`src/rtl/cmp_ctrl_pkg.sv`:
```
package cmp_ctrl_pkg;

    // ------------------------------------------------------------
    // Register indices and byte addresses
    // ------------------------------------------------------------
    localparam logic [11:0] IDX_CMP_CTRL_STATUS = 12'h050;
    localparam logic [11:0] IDX_ADC_CTRL_STATUS_B = 12'h07b;
    localparam logic [11:0] IDX_CMP_AUX_CONTROL = 12'h080;
    localparam logic [11:0] ADDR_CMP_CTRL_STATUS = IDX_CMP_CTRL_STATUS << 2;
    localparam logic [11:0] ADDR_ADC_CTRL_STATUS_B = IDX_ADC_CTRL_STATUS_B << 2;
    localparam logic [11:0] ADDR_CMP_AUX_CONTROL = IDX_CMP_AUX_CONTROL << 2;
    localparam int ADDR_W = 12;

    // ------------------------------------------------------------
    // comparator_control_status fields
    // ------------------------------------------------------------
    localparam int BIT_POWER_OFF = 7;
    localparam int BIT_BANDGAP = 6;
    localparam int BIT_RESULT = 5;
    localparam int BIT_IRQ_FLAG = 4;
    localparam int BIT_IRQ_ENABLE = 3;
    localparam int BIT_CAPTURE = 2;
    localparam int BIT_MODE_HI = 1;
    localparam int BIT_MODE_LO = 0;

    // ------------------------------------------------------------
    // adc_control_status_b fields
    // ------------------------------------------------------------
    localparam int BIT_MUX_ENABLE = 6;
    localparam int BIT_CHAN_HI = 3;
    localparam int TRIG_MSB = 2;
    localparam int TRIG_LSB = 0;

    // ------------------------------------------------------------
    // cmp_aux_control fields
    // ------------------------------------------------------------
    localparam int BIT_ADC_ENABLE = 0;
    localparam int BIT_ADC_POWER_REDUCE = 1;
    localparam int CHAN_LO_LSB = 2;
    localparam int CHAN_LO_MSB = 4;
    localparam int BIT_GLOBAL_IE = 7;

    // ------------------------------------------------------------
    // Interrupt mode codes
    // ------------------------------------------------------------
    typedef enum logic [1:0] {
        MODE_TOGGLE = 2'b00,
        MODE_RESERVED = 2'b01,
        MODE_FALL = 2'b10,
        MODE_RISE = 2'b11
    } irq_mode_t;

    localparam logic [2:0] TRIG_RESET = 3'h0;
    localparam logic [2:0] CHAN_LO_RESET = 3'h0;
    localparam logic [31:0] RDATA_ZERO = 32'h0000_0000;

endpackage : cmp_ctrl_pkg

```
`src/rtl/cmp_event_if.sv`:
```
`timescale 1ns/1ns
`default_nettype none

interface cmp_event_if;
    logic result;
    logic toggle;
    logic rise;
    logic fall;

    modport source (output result, output toggle, output rise, output fall);
    modport sink (input result, input toggle, input rise, input fall);
endinterface : cmp_event_if

`default_nettype wire

```
`src/rtl/analog_comparator_control.sv`:
```
`timescale 1ns/1ns
`default_nettype none

module analog_comparator_control
    import cmp_ctrl_pkg::*;
(
    // Clock and reset
    input wire logic pclk,
    input wire logic presetn,
    // APB slave
    input wire logic [ADDR_W-1:0] paddr,
    input wire logic psel,
    input wire logic penable,
    input wire logic pwrite,
    input wire logic [31:0] pwdata,
    output logic [31:0] prdata,
    output logic pready,
    output logic pslverr,
    // Analog comparator core
    input wire logic cmp_raw,
    output logic cmp_power_off,
    output logic cmp_bandgap_select,
    // Negative input selection
    output logic cmp_neg_from_mux,
    output logic [3:0] cmp_neg_channel,
    // Timer capture front end
    output logic cmp_capture_out,
    // Interrupt request and vector acknowledge
    input wire logic irq_ack,
    output logic cmp_irq_req
);

    // ------------------------------------------------------------
    // Synchroniser and edge detection
    // ------------------------------------------------------------
    cmp_event_if ev ();

    cmp_sync_edge u_sync (
        .pclk(pclk),
        .presetn(presetn),
        .cmp_raw(cmp_raw),
        .ev(ev.source)
    );

    // ------------------------------------------------------------
    // Control state
    // ------------------------------------------------------------
    logic power_off;
    logic bandgap;
    logic irq_flag;
    logic irq_enable;
    logic capture_route;
    irq_mode_t irq_mode;
    logic mux_enable;
    logic chan_sel_hi;
    // Trigger source is only stored and read back here
    logic [2:0] adc_trigger_src;
    logic adc_enable;
    logic adc_power_reduce;
    logic [2:0] chan_sel_lo;
    logic global_ie;

    logic next_power_off;
    logic next_bandgap;
    logic next_irq_flag;
    logic next_irq_enable;
    logic next_capture_route;
    irq_mode_t next_irq_mode;
    logic next_mux_enable;
    logic next_chan_sel_hi;
    logic [2:0] next_adc_trigger_src;
    logic next_adc_enable;
    logic next_adc_power_reduce;
    logic [2:0] next_chan_sel_lo;
    logic next_global_ie;

    logic wr_commit;
    logic hit_ccs;
    logic hit_acsb;
    logic hit_aux;
    logic cmp_event;

    // ------------------------------------------------------------
    // Address decode
    // ------------------------------------------------------------
    // Full-address compare: any other offset answers with an error
    assign hit_ccs = (paddr == ADDR_CMP_CTRL_STATUS);
    assign hit_acsb = (paddr == ADDR_ADC_CTRL_STATUS_B);
    assign hit_aux = (paddr == ADDR_CMP_AUX_CONTROL);
    // Writes land only on the edge where the access completes
    assign wr_commit = psel & penable & pready & pwrite;

    // ------------------------------------------------------------
    // Interrupt event select
    // ------------------------------------------------------------
    // Reserved code selects no event, so the flag never sets in it
    always_comb begin
        case (irq_mode)
            MODE_TOGGLE: cmp_event = ev.toggle;
            MODE_FALL: cmp_event = ev.fall;
            MODE_RISE: cmp_event = ev.rise;
            default: cmp_event = 1'b0;
        endcase
    end

    // ------------------------------------------------------------
    // Register write path
    // ------------------------------------------------------------
    always_comb begin
        next_power_off = power_off;
        next_bandgap = bandgap;
        next_irq_enable = irq_enable;
        next_capture_route = capture_route;
        next_irq_mode = irq_mode;
        next_mux_enable = mux_enable;
        next_chan_sel_hi = chan_sel_hi;
        next_adc_trigger_src = adc_trigger_src;
        next_adc_enable = adc_enable;
        next_adc_power_reduce = adc_power_reduce;
        next_chan_sel_lo = chan_sel_lo;
        next_global_ie = global_ie;
        next_irq_flag = irq_flag;
        if (wr_commit && hit_ccs) begin
            next_power_off = pwdata[BIT_POWER_OFF];
            next_bandgap = pwdata[BIT_BANDGAP];
            next_irq_enable = pwdata[BIT_IRQ_ENABLE];
            next_capture_route = pwdata[BIT_CAPTURE];
            next_irq_mode = irq_mode_t'({pwdata[BIT_MODE_HI], pwdata[BIT_MODE_LO]});
            if (pwdata[BIT_IRQ_FLAG]) begin
                next_irq_flag = 1'b0;
            end
        end
        if (wr_commit && hit_acsb) begin
            next_mux_enable = pwdata[BIT_MUX_ENABLE];
            next_chan_sel_hi = pwdata[BIT_CHAN_HI];
            next_adc_trigger_src = pwdata[TRIG_MSB:TRIG_LSB];
        end
        if (wr_commit && hit_aux) begin
            next_adc_enable = pwdata[BIT_ADC_ENABLE];
            next_adc_power_reduce = pwdata[BIT_ADC_POWER_REDUCE];
            next_chan_sel_lo = pwdata[CHAN_LO_MSB:CHAN_LO_LSB];
            next_global_ie = pwdata[BIT_GLOBAL_IE];
        end
        // Vector taken clears the flag as a write of one would
        if (irq_ack) begin
            next_irq_flag = 1'b0;
        end
        // A same-cycle event beats either clear so no edge is lost
        if (cmp_event) begin
            next_irq_flag = 1'b1;
        end
    end

    // ------------------------------------------------------------
    // Register state
    // ------------------------------------------------------------
    always_ff @(posedge pclk or negedge presetn) begin
        if (!presetn) begin
            power_off <= 1'b0;
            bandgap <= 1'b0;
            irq_flag <= 1'b0;
            irq_enable <= 1'b0;
            capture_route <= 1'b0;
            irq_mode <= MODE_TOGGLE;
            mux_enable <= 1'b0;
            chan_sel_hi <= 1'b0;
            adc_trigger_src <= TRIG_RESET;
            adc_enable <= 1'b0;
            adc_power_reduce <= 1'b0;
            chan_sel_lo <= CHAN_LO_RESET;
            global_ie <= 1'b0;
        end else begin
            power_off <= next_power_off;
            bandgap <= next_bandgap;
            irq_flag <= next_irq_flag;
            irq_enable <= next_irq_enable;
            capture_route <= next_capture_route;
            irq_mode <= next_irq_mode;
            mux_enable <= next_mux_enable;
            chan_sel_hi <= next_chan_sel_hi;
            adc_trigger_src <= next_adc_trigger_src;
            adc_enable <= next_adc_enable;
            adc_power_reduce <= next_adc_power_reduce;
            chan_sel_lo <= next_chan_sel_lo;
            global_ie <= next_global_ie;
        end
    end

    // ------------------------------------------------------------
    // Analog side outputs
    // ------------------------------------------------------------
    logic next_cmp_power_off;
    logic next_cmp_bandgap_select;
    logic next_cmp_neg_from_mux;
    logic [3:0] next_cmp_neg_channel;
    logic next_cmp_capture_out;
    logic next_cmp_irq_req;

    always_comb begin
        // Synchroniser keeps running while off; the core holds its level
        next_cmp_power_off = next_power_off;
        next_cmp_bandgap_select = next_bandgap;
        // Mux is the ADC's: only usable while the ADC is off and powered
        next_cmp_neg_from_mux = next_mux_enable & ~next_adc_enable
            & ~next_adc_power_reduce;
        next_cmp_neg_channel = {next_chan_sel_hi, next_chan_sel_lo};
        next_cmp_capture_out = capture_route & ev.result;
        // Request trails the flag and the enables by one cycle
        next_cmp_irq_req = irq_flag & irq_enable & global_ie;
    end

    // Each output is a flop so the analog side sees no glitches
    always_ff @(posedge pclk or negedge presetn) begin
        if (!presetn) begin
            cmp_power_off <= 1'b0;
            cmp_bandgap_select <= 1'b0;
            cmp_neg_from_mux <= 1'b0;
            cmp_neg_channel <= 4'h0;
            cmp_capture_out <= 1'b0;
            cmp_irq_req <= 1'b0;
        end else begin
            cmp_power_off <= next_cmp_power_off;
            cmp_bandgap_select <= next_cmp_bandgap_select;
            cmp_neg_from_mux <= next_cmp_neg_from_mux;
            cmp_neg_channel <= next_cmp_neg_channel;
            cmp_capture_out <= next_cmp_capture_out;
            cmp_irq_req <= next_cmp_irq_req;
        end
    end

    // ------------------------------------------------------------
    // APB read path and completion
    // ------------------------------------------------------------
    // One wait state keeps pready, prdata and pslverr registered
    logic next_pready;
    logic next_pslverr;
    logic [31:0] next_prdata;
    logic [31:0] rd_word;

    always_comb begin
        // Unmapped offsets and unused bits read as zero
        rd_word = RDATA_ZERO;
        if (hit_ccs) begin
            rd_word[BIT_POWER_OFF] = power_off;
            rd_word[BIT_BANDGAP] = bandgap;
            rd_word[BIT_RESULT] = ev.result;
            rd_word[BIT_IRQ_FLAG] = irq_flag;
            rd_word[BIT_IRQ_ENABLE] = irq_enable;
            rd_word[BIT_CAPTURE] = capture_route;
            rd_word[BIT_MODE_HI] = irq_mode[1];
            rd_word[BIT_MODE_LO] = irq_mode[0];
        end else if (hit_acsb) begin
            rd_word[BIT_MUX_ENABLE] = mux_enable;
            rd_word[BIT_CHAN_HI] = chan_sel_hi;
            rd_word[TRIG_MSB:TRIG_LSB] = adc_trigger_src;
        end else if (hit_aux) begin
            rd_word[BIT_ADC_ENABLE] = adc_enable;
            rd_word[BIT_ADC_POWER_REDUCE] = adc_power_reduce;
            rd_word[CHAN_LO_MSB:CHAN_LO_LSB] = chan_sel_lo;
            rd_word[BIT_GLOBAL_IE] = global_ie;
        end
    end

    always_comb begin
        // Completion is a pulse; a held access repeats it every other cycle
        next_pready = psel & penable & ~pready;
        next_pslverr = 1'b0;
        next_prdata = RDATA_ZERO;
        if (psel && penable && !pready) begin
            next_pslverr = ~(hit_ccs | hit_acsb | hit_aux);
            if (!pwrite) begin
                next_prdata = rd_word;
            end
        end
    end

    always_ff @(posedge pclk or negedge presetn) begin
        if (!presetn) begin
            pready <= 1'b0;
            pslverr <= 1'b0;
            prdata <= RDATA_ZERO;
        end else begin
            pready <= next_pready;
            pslverr <= next_pslverr;
            prdata <= next_prdata;
        end
    end

endmodule : analog_comparator_control

`default_nettype wire

```
`src/rtl/cmp_sync_edge.sv`:
```
`timescale 1ns/1ns
`default_nettype none

module cmp_sync_edge
    import cmp_ctrl_pkg::*;
(
    // Clock and reset
    input wire logic pclk,
    input wire logic presetn,
    // Raw comparator level
    input wire logic cmp_raw,
    // Synchronised result and events
    cmp_event_if.source ev
);

    logic meta;
    logic sync;
    logic prev;
    logic next_meta;
    logic next_sync;
    logic next_prev;

    always_comb begin
        next_meta = cmp_raw;
        next_sync = meta;
        next_prev = sync;
    end

    always_ff @(posedge pclk or negedge presetn) begin
        if (!presetn) begin
            meta <= 1'b0;
            sync <= 1'b0;
            prev <= 1'b0;
        end else begin
            meta <= next_meta;
            sync <= next_sync;
            prev <= next_prev;
        end
    end

    // Events compare only the second stage with its own history
    assign ev.result = sync;
    assign ev.toggle = sync ^ prev;
    assign ev.rise = sync & ~prev;
    assign ev.fall = ~sync & prev;

endmodule : cmp_sync_edge

`default_nettype wire

```
`config.mk`:
```
export PLATFORM = sky130hd
export DESIGN_NAME = analog_comparator_control
export DESIGN_NICKNAME = d
export VERILOG_FILES = /design/src/rtl/cmp_ctrl_pkg.sv /design/src/rtl/cmp_event_if.sv /design/src/rtl/analog_comparator_control.sv /design/src/rtl/cmp_sync_edge.sv
export SDC_FILE = /design/constraint.sdc
export NUM_CORES = 1
export LEC_CHECK = 0
export ABC_CLOCK_PERIOD_IN_PS = 1600
export BUFFER_PORTS_ARGS = -buffer_cell sky130_fd_sc_hd__buf_2
export CORE_MARGIN = 4
export CORE_UTILIZATION = 40
export DETAILED_ROUTE_END_ITERATION = 8
export PLACE_DENSITY = 0.72
export SYNTH_ARGS = -nofsm -noshare
export SYNTH_HDL_FRONTEND = slang
export SYNTH_HIERARCHICAL = 1
export SYNTH_SLANG_ARGS = --single-unit
export TNS_END_PERCENT = 100
```
`constraint.sdc`:
```
create_clock -name pclk -period 1.6 [get_ports pclk]
set_input_delay 0.24 -clock pclk [delete_from_list [all_inputs] [get_ports pclk]]
set_output_delay 0.24 -clock pclk [all_outputs]
set_load 0.005 [all_outputs]
```
==> results of run 1 <==
==> layer usage <==
| layer | part of all wire | vias to the layer above | global-route usage |
|---|---|---|---|
| li1 | - | 541 | - |
| met1 | 0.41 | 569 | 0.176 |
| met2 | 0.50 | 40 | 0.219 |
| met3 | 0.084 | 4 | 0.0575 |
| met4 | 0.011 | 0 | 0.0423 |
| met5 | 0 | - | 0 |
==> power groups by stage <==
stage | Clock [uW] | Combinational, uW | Sequential, uW
after floorplan | 0 | 80.6 | 891
after global placement | 0 | 113 | 891
after detailed placement | 0 | 114 | 892
after CTS | 996 | 117 | 875
after global routing | 1040 | 134 | 876
final | 984 | 117 | 875
==> what timing repair did <==
action | CTS | global route
hold buffers | 1 | 0
hold endpoints to repair | 15 | 0
endpoints found under the setup margin | 0 | 3
gates resized for setup | 0 | 1
==> sequential cells by signal (all words and copies together), names as in the netlist, 2 cells and up <==
signal,count
irq_mode,2
prdata,8
cmp_neg_channel,3
adc_trigger_src,3
==> layout make-up <==
cell class | instances | area [um2] | area share
multi-input cells | 95 | 709 | 0.340
clock inverters | 2 | 60.1 | 0.0288
well taps | 50 | 62.6 | 0.0300
clock buffers | 6 | 82.6 | 0.0395
repair buffers | 52 | 308 | 0.147
inverters | 4 | 15.0 | 0.00719
flip-flops and latches | 34 | 851 | 0.407
==> worst register-to-register path, stage by stage, from the launching register on <==
cell	delay [ns]
sky130_fd_sc_hd__dfrtp_1	0.39
sky130_fd_sc_hd__nand2_1	0.12
sky130_fd_sc_hd__nor2_2	0.19
sky130_fd_sc_hd__and2_2	0.24
sky130_fd_sc_hd__mux2_2	0.34
==> cell usage in the layout, fill, tap and decap left out, types with 4 or more instances in the layout <==
cell type | Yosys | routed
sky130_fd_sc_hd__buf_4 | 26 | 5
sky130_fd_sc_hd__clkbuf_8 | 0 | 6
sky130_fd_sc_hd__inv_1 | 4 | 4
sky130_fd_sc_hd__a221oi_1 | 4 | 4
sky130_fd_sc_hd__mux2_2 | 11 | 11
sky130_fd_sc_hd__nor3_1 | 6 | 6
sky130_fd_sc_hd__conb_1 | 1 | 24
sky130_fd_sc_hd__nand2_1 | 4 | 4
sky130_fd_sc_hd__a22oi_1 | 5 | 5
sky130_fd_sc_hd__dfrtp_1 | 34 | 34
sky130_fd_sc_hd__buf_2 | 0 | 44
sky130_fd_sc_hd__nor2_1 | 11 | 10
sky130_fd_sc_hd__mux2_4 | 6 | 6
==> kinds of logic (layout without fill, tap and decap cells) <==
family / Yosys count / count (layout)
AND/OR/NAND/NOR: 40 / 40
flip-flops: 34 / 34
buffers and inverters: 34 / 64
multiplexers: 17 / 17
AO/OA/AOI/OAI: 12 / 12
adder cells (fa/ha/maj): 2 / 2
other: 1 / 24
==> worst min path at each step <==
stage | startpoint | endpoint | slack, ns | cells past startpoint
global placement | presetn | pready | 0.19 | 1
detailed placement | presetn | pready | 0.18 | 1
floorplan | presetn | adc_enable | -0.06 | 0
CTS | cmp_raw | u_sync/meta | 0.05 | 1
global route | cmp_raw | u_sync/meta | 0.04 | 1
finish | cmp_raw | u_sync/meta | 0.06 | 1
==> synth_stat cells, types with 2 or more instances <==
| cell type | instances | area (um2) |
|---|---|---|
| sky130_fd_sc_hd__buf_4 | 26 | 195 |
| sky130_fd_sc_hd__and4_1 | 2 | 17.5 |
| sky130_fd_sc_hd__nor2_1 | 11 | 41.3 |
| sky130_fd_sc_hd__mux2_2 | 11 | 124 |
| sky130_fd_sc_hd__ha_1 | 2 | 25.0 |
| sky130_fd_sc_hd__a22oi_1 | 5 | 37.5 |
| sky130_fd_sc_hd__nand3_1 | 2 | 10.0 |
| sky130_fd_sc_hd__nor3_1 | 6 | 30.0 |
| sky130_fd_sc_hd__dfrtp_1 | 34 | 851 |
| sky130_fd_sc_hd__inv_1 | 4 | 15.0 |
| sky130_fd_sc_hd__and3_1 | 2 | 12.5 |
| sky130_fd_sc_hd__and4_2 | 2 | 20.0 |
| sky130_fd_sc_hd__mux2_4 | 6 | 90.1 |
| sky130_fd_sc_hd__a221oi_1 | 4 | 35.0 |
| sky130_fd_sc_hd__nand2_1 | 4 | 15.0 |
==> per-stage QoR <==
step,TNS (ns),power (uW),area (um2),util
2_1_floorplan,0,971,1810,-
3_3_place_gp,-0.922,1000,1930,0.473
3_5_place_dp,-1.19,1010,1930,0.473
4_1_cts,0,1990,2090,0.510
5_1_grt,0,2050,2090,0.511
6_report,0,1980,2090,0.511
==> run summary, run 1 <==
The flow ran to the end, and the final reports show no timing, DRC or antenna violations. The clock reaches the later pin of the worst-skew pair after 0.29 ns. The design internal power came out at 1580 uW.

Using the TritonRoute via totals, the vias-per-cell ratio works out to roughly 4.7. The time the worst path needs with I/O delays and setup came out at about 1.4 ns. The overall fraction of global-route tracks in use is 0.140.

The post-CTS repair timing setup buffer count came out at 0. The detailed-router iteration count before antenna repair is 4. The number of levels the H-tree was split into came out at 2. The delay of the slowest cell on the worst path came out at just under 0.4 ns.

Of all flip-flops after synthesis, the portion carrying an async set or reset was 1.00. The critical path endpoint is adc_trigger_src[2]. The initial DRC count is 55.

The number of global-route vias before repair is ~1.1k. The remaining antenna violation count after routing came out at 0. VDD sags by at most around 0.8 mV. The fraction of power spent switching nets is 0.201. The flip-flop cell with the highest count after synthesis is sky130_fd_sc_hd__dfrtp_1. CTS placed an instance of sky130_fd_sc_hd__clkbuf_8 at the clock tree root. The clock buffer count from CTS is 5.

The mapped netlist covers around 0.0017 mm2. The hold slack came out at 0.0603 ns. The combinational group share of total power is 0.059. The classification of the worst setup path is flip-flop to flip-flop. Setup repair after global routing left no endpoint under its margin. At the end of the flow, the number of nets in the layout was roughly 250. The final weighted congestion of routability-driven global placement came out at between 0.7 and 0.8. Of the total power, the clock network draws 0.498.

The starting utilization of the core area is 0.421. The count of cells along the worst register-to-register path is 4. Walking the worst path, the cells encountered are nand2_1 -> nor2_2 -> and2_2 -> mux2_2.

The number of antenna violations at the first check in global routing was 0. The floorplan die height came out at 73.6 um. The required time at the endpoint of the critical path came out at 1.77 ns. The max-slew violation count is 0. The final worst slack came out at 0.212 ns. The antenna diode instance count came out at 0.

The number of standard cells in the final layout excluding fillers came out at roughly 240. The worst clock skew came out at roughly 0.0099 ns. The area growth from synthesis to layout came out at 21.3%. For this design the static power due to leakage is about 0.0011 uW. The number of vias after detailed routing came out at between 1k and 1.5k. The area of the core came out at between 0.004 and 0.005 mm2.

The sequential-to-total area share from yosys stat is 0.494. The total congestion overflow after global routing is 0. Based on the critical path, the design can be clocked at up to between 700 and 800 MHz. After synthesis, the netlist uses 34 different library cells. The routed length per placed instance is ~14 um. The worst register-to-register path has a setup slack of roughly 0.21 ns. The number of sinks on the clock net is 34. The final hold violation count is 0. The count of flip-flops with a built-in enable after synthesis is 0.

By area, the combinational part of the netlist is dominated by simple AND/OR/NAND/NOR gates. The largest net degree at the start of global routing is 20. In this run the count of I/O pins placed on the die edge is 94. The worst setup path startpoint is pready. The maximum number of buffers from clock root to sink is 2. The final wirelength is between 3000 and 4000 um. The adder-cell share of the synthesized area came out at 0.0145. In the routed design, unresolved DRC markers number 0.

In this run the worst hold path is classified as primary input to flip-flop. The instance count of the mapped netlist is 140. The count of port buffers added during placement is 44. The kind of cell with the highest combined delay on the critical path is simple AND/OR/NAND/NOR gates.

The fraction of the mapped netlist area in simple logic gates is 0.163. The maximum fanout along the worst path is 4. The HPWL reported at the end of detailed placement is approximately 2600 um. The floorplan step set the die width to 73.6 um. The signal arrival time at the worst endpoint came out at about 1.6 ns. The die covers ~0.0054 mm2. The total of max-cap violations came out at 0.

The fraction of synthesized cell area in xor and xnor cells is 0. STA classifies the critical path endpoint as a flip-flop. The analysis attributes to net switching a power of slightly below 400 uW. The share of total power dissipated in sequential elements is 0.443. Averaged over all synthesized cells, the footprint is roughly 12 um2. The synthesis warning total is 6.

The total buffers and inverters traversed by the critical path is 0. Before CTS, the worst setup slack after placement is -0.0960 ns. The first global-routing pass estimated between 5000 and 6000 um of wire. Including well taps, the total number of placed cells is between 200 and 250. After filler insertion, the fill cell instance count of the layout stands at roughly 380. The fraction of layout cells with a size suffix above 1 is 0.456. Row generation in the floorplan step produced 23 rows. The clock slew at the register clock pins of the worst setup and hold paths came out at about 0.070 ns. The number of cells on the critical path came out at 4. The number of failing setup endpoints in the final timing report came out at 0. The fraction of the cycle the final worst path needs came out at 0.867. The fraction of synthesized area in multiplexers came out at 0.124.

The clock tree from TritonCTS is built. The complex-gate fraction of the synthesized area is 0.0567. Synthesis inferred 34 register bits. Among all stages on the critical path, the largest delay is contributed by sky130_fd_sc_hd__dfrtp_1. The endpoint identified for the worst register-to-register timing path is adc_trigger_src[2]. Power spread over the standard cell area amounts to ~950 mW/mm2.

The worst register-to-register path begins at pready. The type of element launching the critical path is a flip-flop.
Power figures use the tool's default switching activity.
==> run 2, diff against run 1 <==
--- a/config.mk
+++ b/config.mk
@@ -8,9 +8,9 @@
 export ABC_CLOCK_PERIOD_IN_PS = 1600
 export BUFFER_PORTS_ARGS = -buffer_cell sky130_fd_sc_hd__buf_2
 export CORE_MARGIN = 4
-export CORE_UTILIZATION = 40
+export CORE_UTILIZATION = 44
 export DETAILED_ROUTE_END_ITERATION = 8
-export PLACE_DENSITY = 0.72
+export PLACE_DENSITY = 0.78
 export SYNTH_ARGS = -nofsm -noshare
 export SYNTH_HDL_FRONTEND = slang
 export SYNTH_HIERARCHICAL = 1
==> run 2 against run 1 <==
Effect of this change:
- wire length increased by 0.73%
- flip-flop and latch count unchanged
- power fell by 11%
- final cell count fell by 0.82%
- largest power group is now sequential cells
==> run summary, run 2 (same netlist as run 1, synthesis figures left out) <==
The final net count came out at 245 (unchanged). The maximum clock frequency came out at 683 MHz (-5.1%). The final wirelength came out at 3440 um (+0.73%). The antenna diode instance count came out at 0 (unchanged).

The remaining antenna violation count after routing came to 0 (unchanged). The clock share of power came to 0.440 (-0.058). The maximum number of buffers from clock root to sink is 2 (unchanged). The final hold violation count is 0 (unchanged). The worst-case hold path end point is u_sync/meta.

The wire length of the first global-routing pass came out at 5530 um (-1.5%). The required time at the endpoint of the critical path came out at 1.77 ns (about the same). The final worst slack came to 0.137 ns (-0.0753 ns). The total of max-cap violations came out at 0 (unchanged). The depth of the worst hold-timing path is 1 (unchanged). The net switching power of the design is 392 uW (-1.4%).

Setup repair after global routing left no endpoint under its margin. The area of the core was 0.00372 mm2 (-9.1%). The core occupancy in the finished layout is 0.549 (+0.0385).

The area growth from synthesis to layout is 18.6%. The number of sinks on the clock net is 34 (unchanged). The worst slack at placement came out at -0.108 ns (-0.0117 ns).

The worst setup path is launched from a flip-flop. The flip-flop count of the largest register, all copies and words added is 8 (unchanged). The most frequent standard cell in the layout excluding fill and tap cells is sky130_fd_sc_hd__buf_2. The number of antenna violations at the first check in global routing came out at 0 (unchanged). The maximum fanout along the worst path is 6 (+2). The clock slew at the register clock pins of the worst setup and hold paths is 0.07 ns (about the same).

The classification of the worst setup path is flip-flop to flip-flop. The overall fraction of global-route tracks in use came out at 0.145 (+0.00507). The fraction of layout cells with a size suffix above 1 was 0.451 (-0.00518).

The number of levels the H-tree was split into came out at 2 (unchanged). The largest net degree at the start of global routing came out at 35 (+75%). The number of design rule violations left after detail routing came to 0 (unchanged).

The fraction of power spent switching nets came out at 0.222 (+0.0208). The largest registers in the layout are prdata: 8 flops, adc_trigger_src: 3 flops, cmp_neg_channel: 3 flops. The power density normalized to cell area is 865 mW/mm2 (-8.6%). The chip width is 70.6 um (-4.2%). The cell row count came out at 22 (-4.3%). The fraction of the cycle the final worst path needs came out at 0.914 (+0.0471). The peak supply drop came out at 0.321 mV (-59%). The start of the worst register-to-register path is pready.

The number of vias after detailed routing is 1187 (+2.9%). The delay of the slowest cell on the worst path came out at 0.39 ns (about the same). The CTS root buffer is sky130_fd_sc_hd__clkbuf_8. The count of boundary I/O pins is 94 (unchanged). The run finished with clean final reports. The count of cells along the worst register-to-register path came out at 4 (unchanged). The top cell types in the final layout, fill and taps aside, are sky130_fd_sc_hd__buf_2 (44), sky130_fd_sc_hd__dfrtp_1 (34), sky130_fd_sc_hd__conb_1 (24), sky130_fd_sc_hd__nor2_1 (11), sky130_fd_sc_hd__mux2_2 (11). The static leakage came out at 0.00111 uW (-2.2%).

The total congestion overflow after global routing is 0 (unchanged). The combinational group share of total power came to 0.064 (+0.005). The clock latency on the worst-skew pair is 0.29 ns (about the same). Traced cell by cell, the critical path runs through nand2_1 -> nor2_1 -> and2_4 -> mux2_4. The max-slew violation count came out at 0 (unchanged). The number of global-route vias before repair came to 1185 (+5.7%). The startpoint identified for the worst hold timing path is cmp_raw. The post-route setup TNS was 0 ns (unchanged).

The post-CTS repair timing setup buffer count is 0 (unchanged). The worst register-to-register path ends at cmp_neg_channel[2]. The final weighted congestion of routability-driven global placement came to 0.735 (-6.8%).

The slack of the worst reg-to-reg path is 0.14 ns (-0.08 ns). The slowest stage of the critical path belongs to the cell sky130_fd_sc_hd__dfrtp_1. The worst hold path belongs to the class primary input to flip-flop. The routed length per placed instance came out at 14.3 um (+1.6%). The HPWL reported at the end of detailed placement is 2500 um (-5.5%).

The detailed-router iteration count before antenna repair came out at 4 (unchanged). The clock buffer count from CTS was 5 (unchanged). The critical path capture point type is a flip-flop. The design internal power came out at 1370 uW (-13%). prdata holds more flip-flops than any other register. The filler cell count came out at 316 (-17%). The detail-routed via count per cell came out at 4.93 (+3.7%). The starting utilization of the core area came out at 0.463 (+0.0420). The count of port buffers added during placement came out at 44 (unchanged).

The floorplan die height is 70.6 um (-4.2%). The number of failing setup endpoints in the final timing report was 0 (unchanged). The worst clock skew came out at 0.00366 ns (-0.00625 ns).

TritonCTS built the clock tree. The signal arrival time at the worst endpoint was 1.64 ns (+0.08 ns). The total die area came to 0.00498 mm2 (-8.1%).

The initial DRC count is 66 (+20%). The time the worst path needs with I/O delays and setup was 1.46 ns (+0.0753 ns). The register share of total power is 0.496 (+0.053).
run 2: cell types whose count changed in the layout (fill, tap and decap cells not counted):
cell / previous run / this run
sky130_fd_sc_hd__nor2_2: 1 / 0
sky130_fd_sc_hd__clkinvlp_4: 0 / 2
sky130_fd_sc_hd__bufinv_16: 2 / 1
sky130_fd_sc_hd__nor2_1: 10 / 11
sky130_fd_sc_hd__buf_4: 5 / 6
sky130_fd_sc_hd__buf_12: 2 / 1
sky130_fd_sc_hd__clkbuf_8: 6 / 5
run 2: area by class of cell:
type                       count  area (um2)  share of cell area
clock buffer                   5        68.8              0.0337
clock inverter                 3        45.0              0.0221
inverter                       4        15.0             0.00735
multi-input combinational     95         707               0.346
sequential                    34         851               0.417
tap                           48        60.1              0.0294
timing repair buffer          52         295               0.145
run 2: worst max-delay path by stage:
stage                          from            endpoint  slack (ns)
final                        pready  cmp_neg_channel[2]        0.14
after global routing         pready  cmp_neg_channel[2]        0.04
after CTS                    pready  cmp_neg_channel[2]        0.12
after detailed placement  paddr[11]       capture_route       -0.11
after global placement    paddr[11]       cmp_power_off       -0.08
after floorplan            paddr[3]          adc_enable       0.006
run 2: stage by stage:
step	power (uW)	std cells	hold slack (ns)	area, um2
6_report	1770	241	0.0510	2040
5_1_grt	1840	241	0.0373	2040
4_1_cts	1780	241	0.0432	2040
3_5_place_dp	1000	232	0.296	1920
3_3_place_gp	998	232	0.286	1920
2_1_floorplan	971	163	-0.0556	1810
run 2: timing repair:
item | 4_1_cts | 5_1_grt
hold endpoints to repair | 34 | 0
gates resized for setup | 0 | 0
hold buffers | 1 | 0
run 2: worst max-delay path: cells and delay by family (launching register included):
kind | cells | cell delay [ns]
simple gates | 3 | 0.64
mux | 1 | 0.32
flops | 1 | 0.39
run 2: power by group through the flow:
stage	Sequential (uW)	Combinational (uW)	Clock [uW]
detailed placement	892	110	0
CTS	876	113	795
global route	877	130	838
floorplan	891	80.6	0
global placement	891	108	0
finish	876	114	777
run 2: layer usage:
layer	share of wire	up-vias	global-route usage
met5	0	-	0
met1	0.37	589	0.155
met2	0.52	47	0.246
li1	-	545	-
met4	0.022	0	0.0689
met3	0.090	6	0.0625
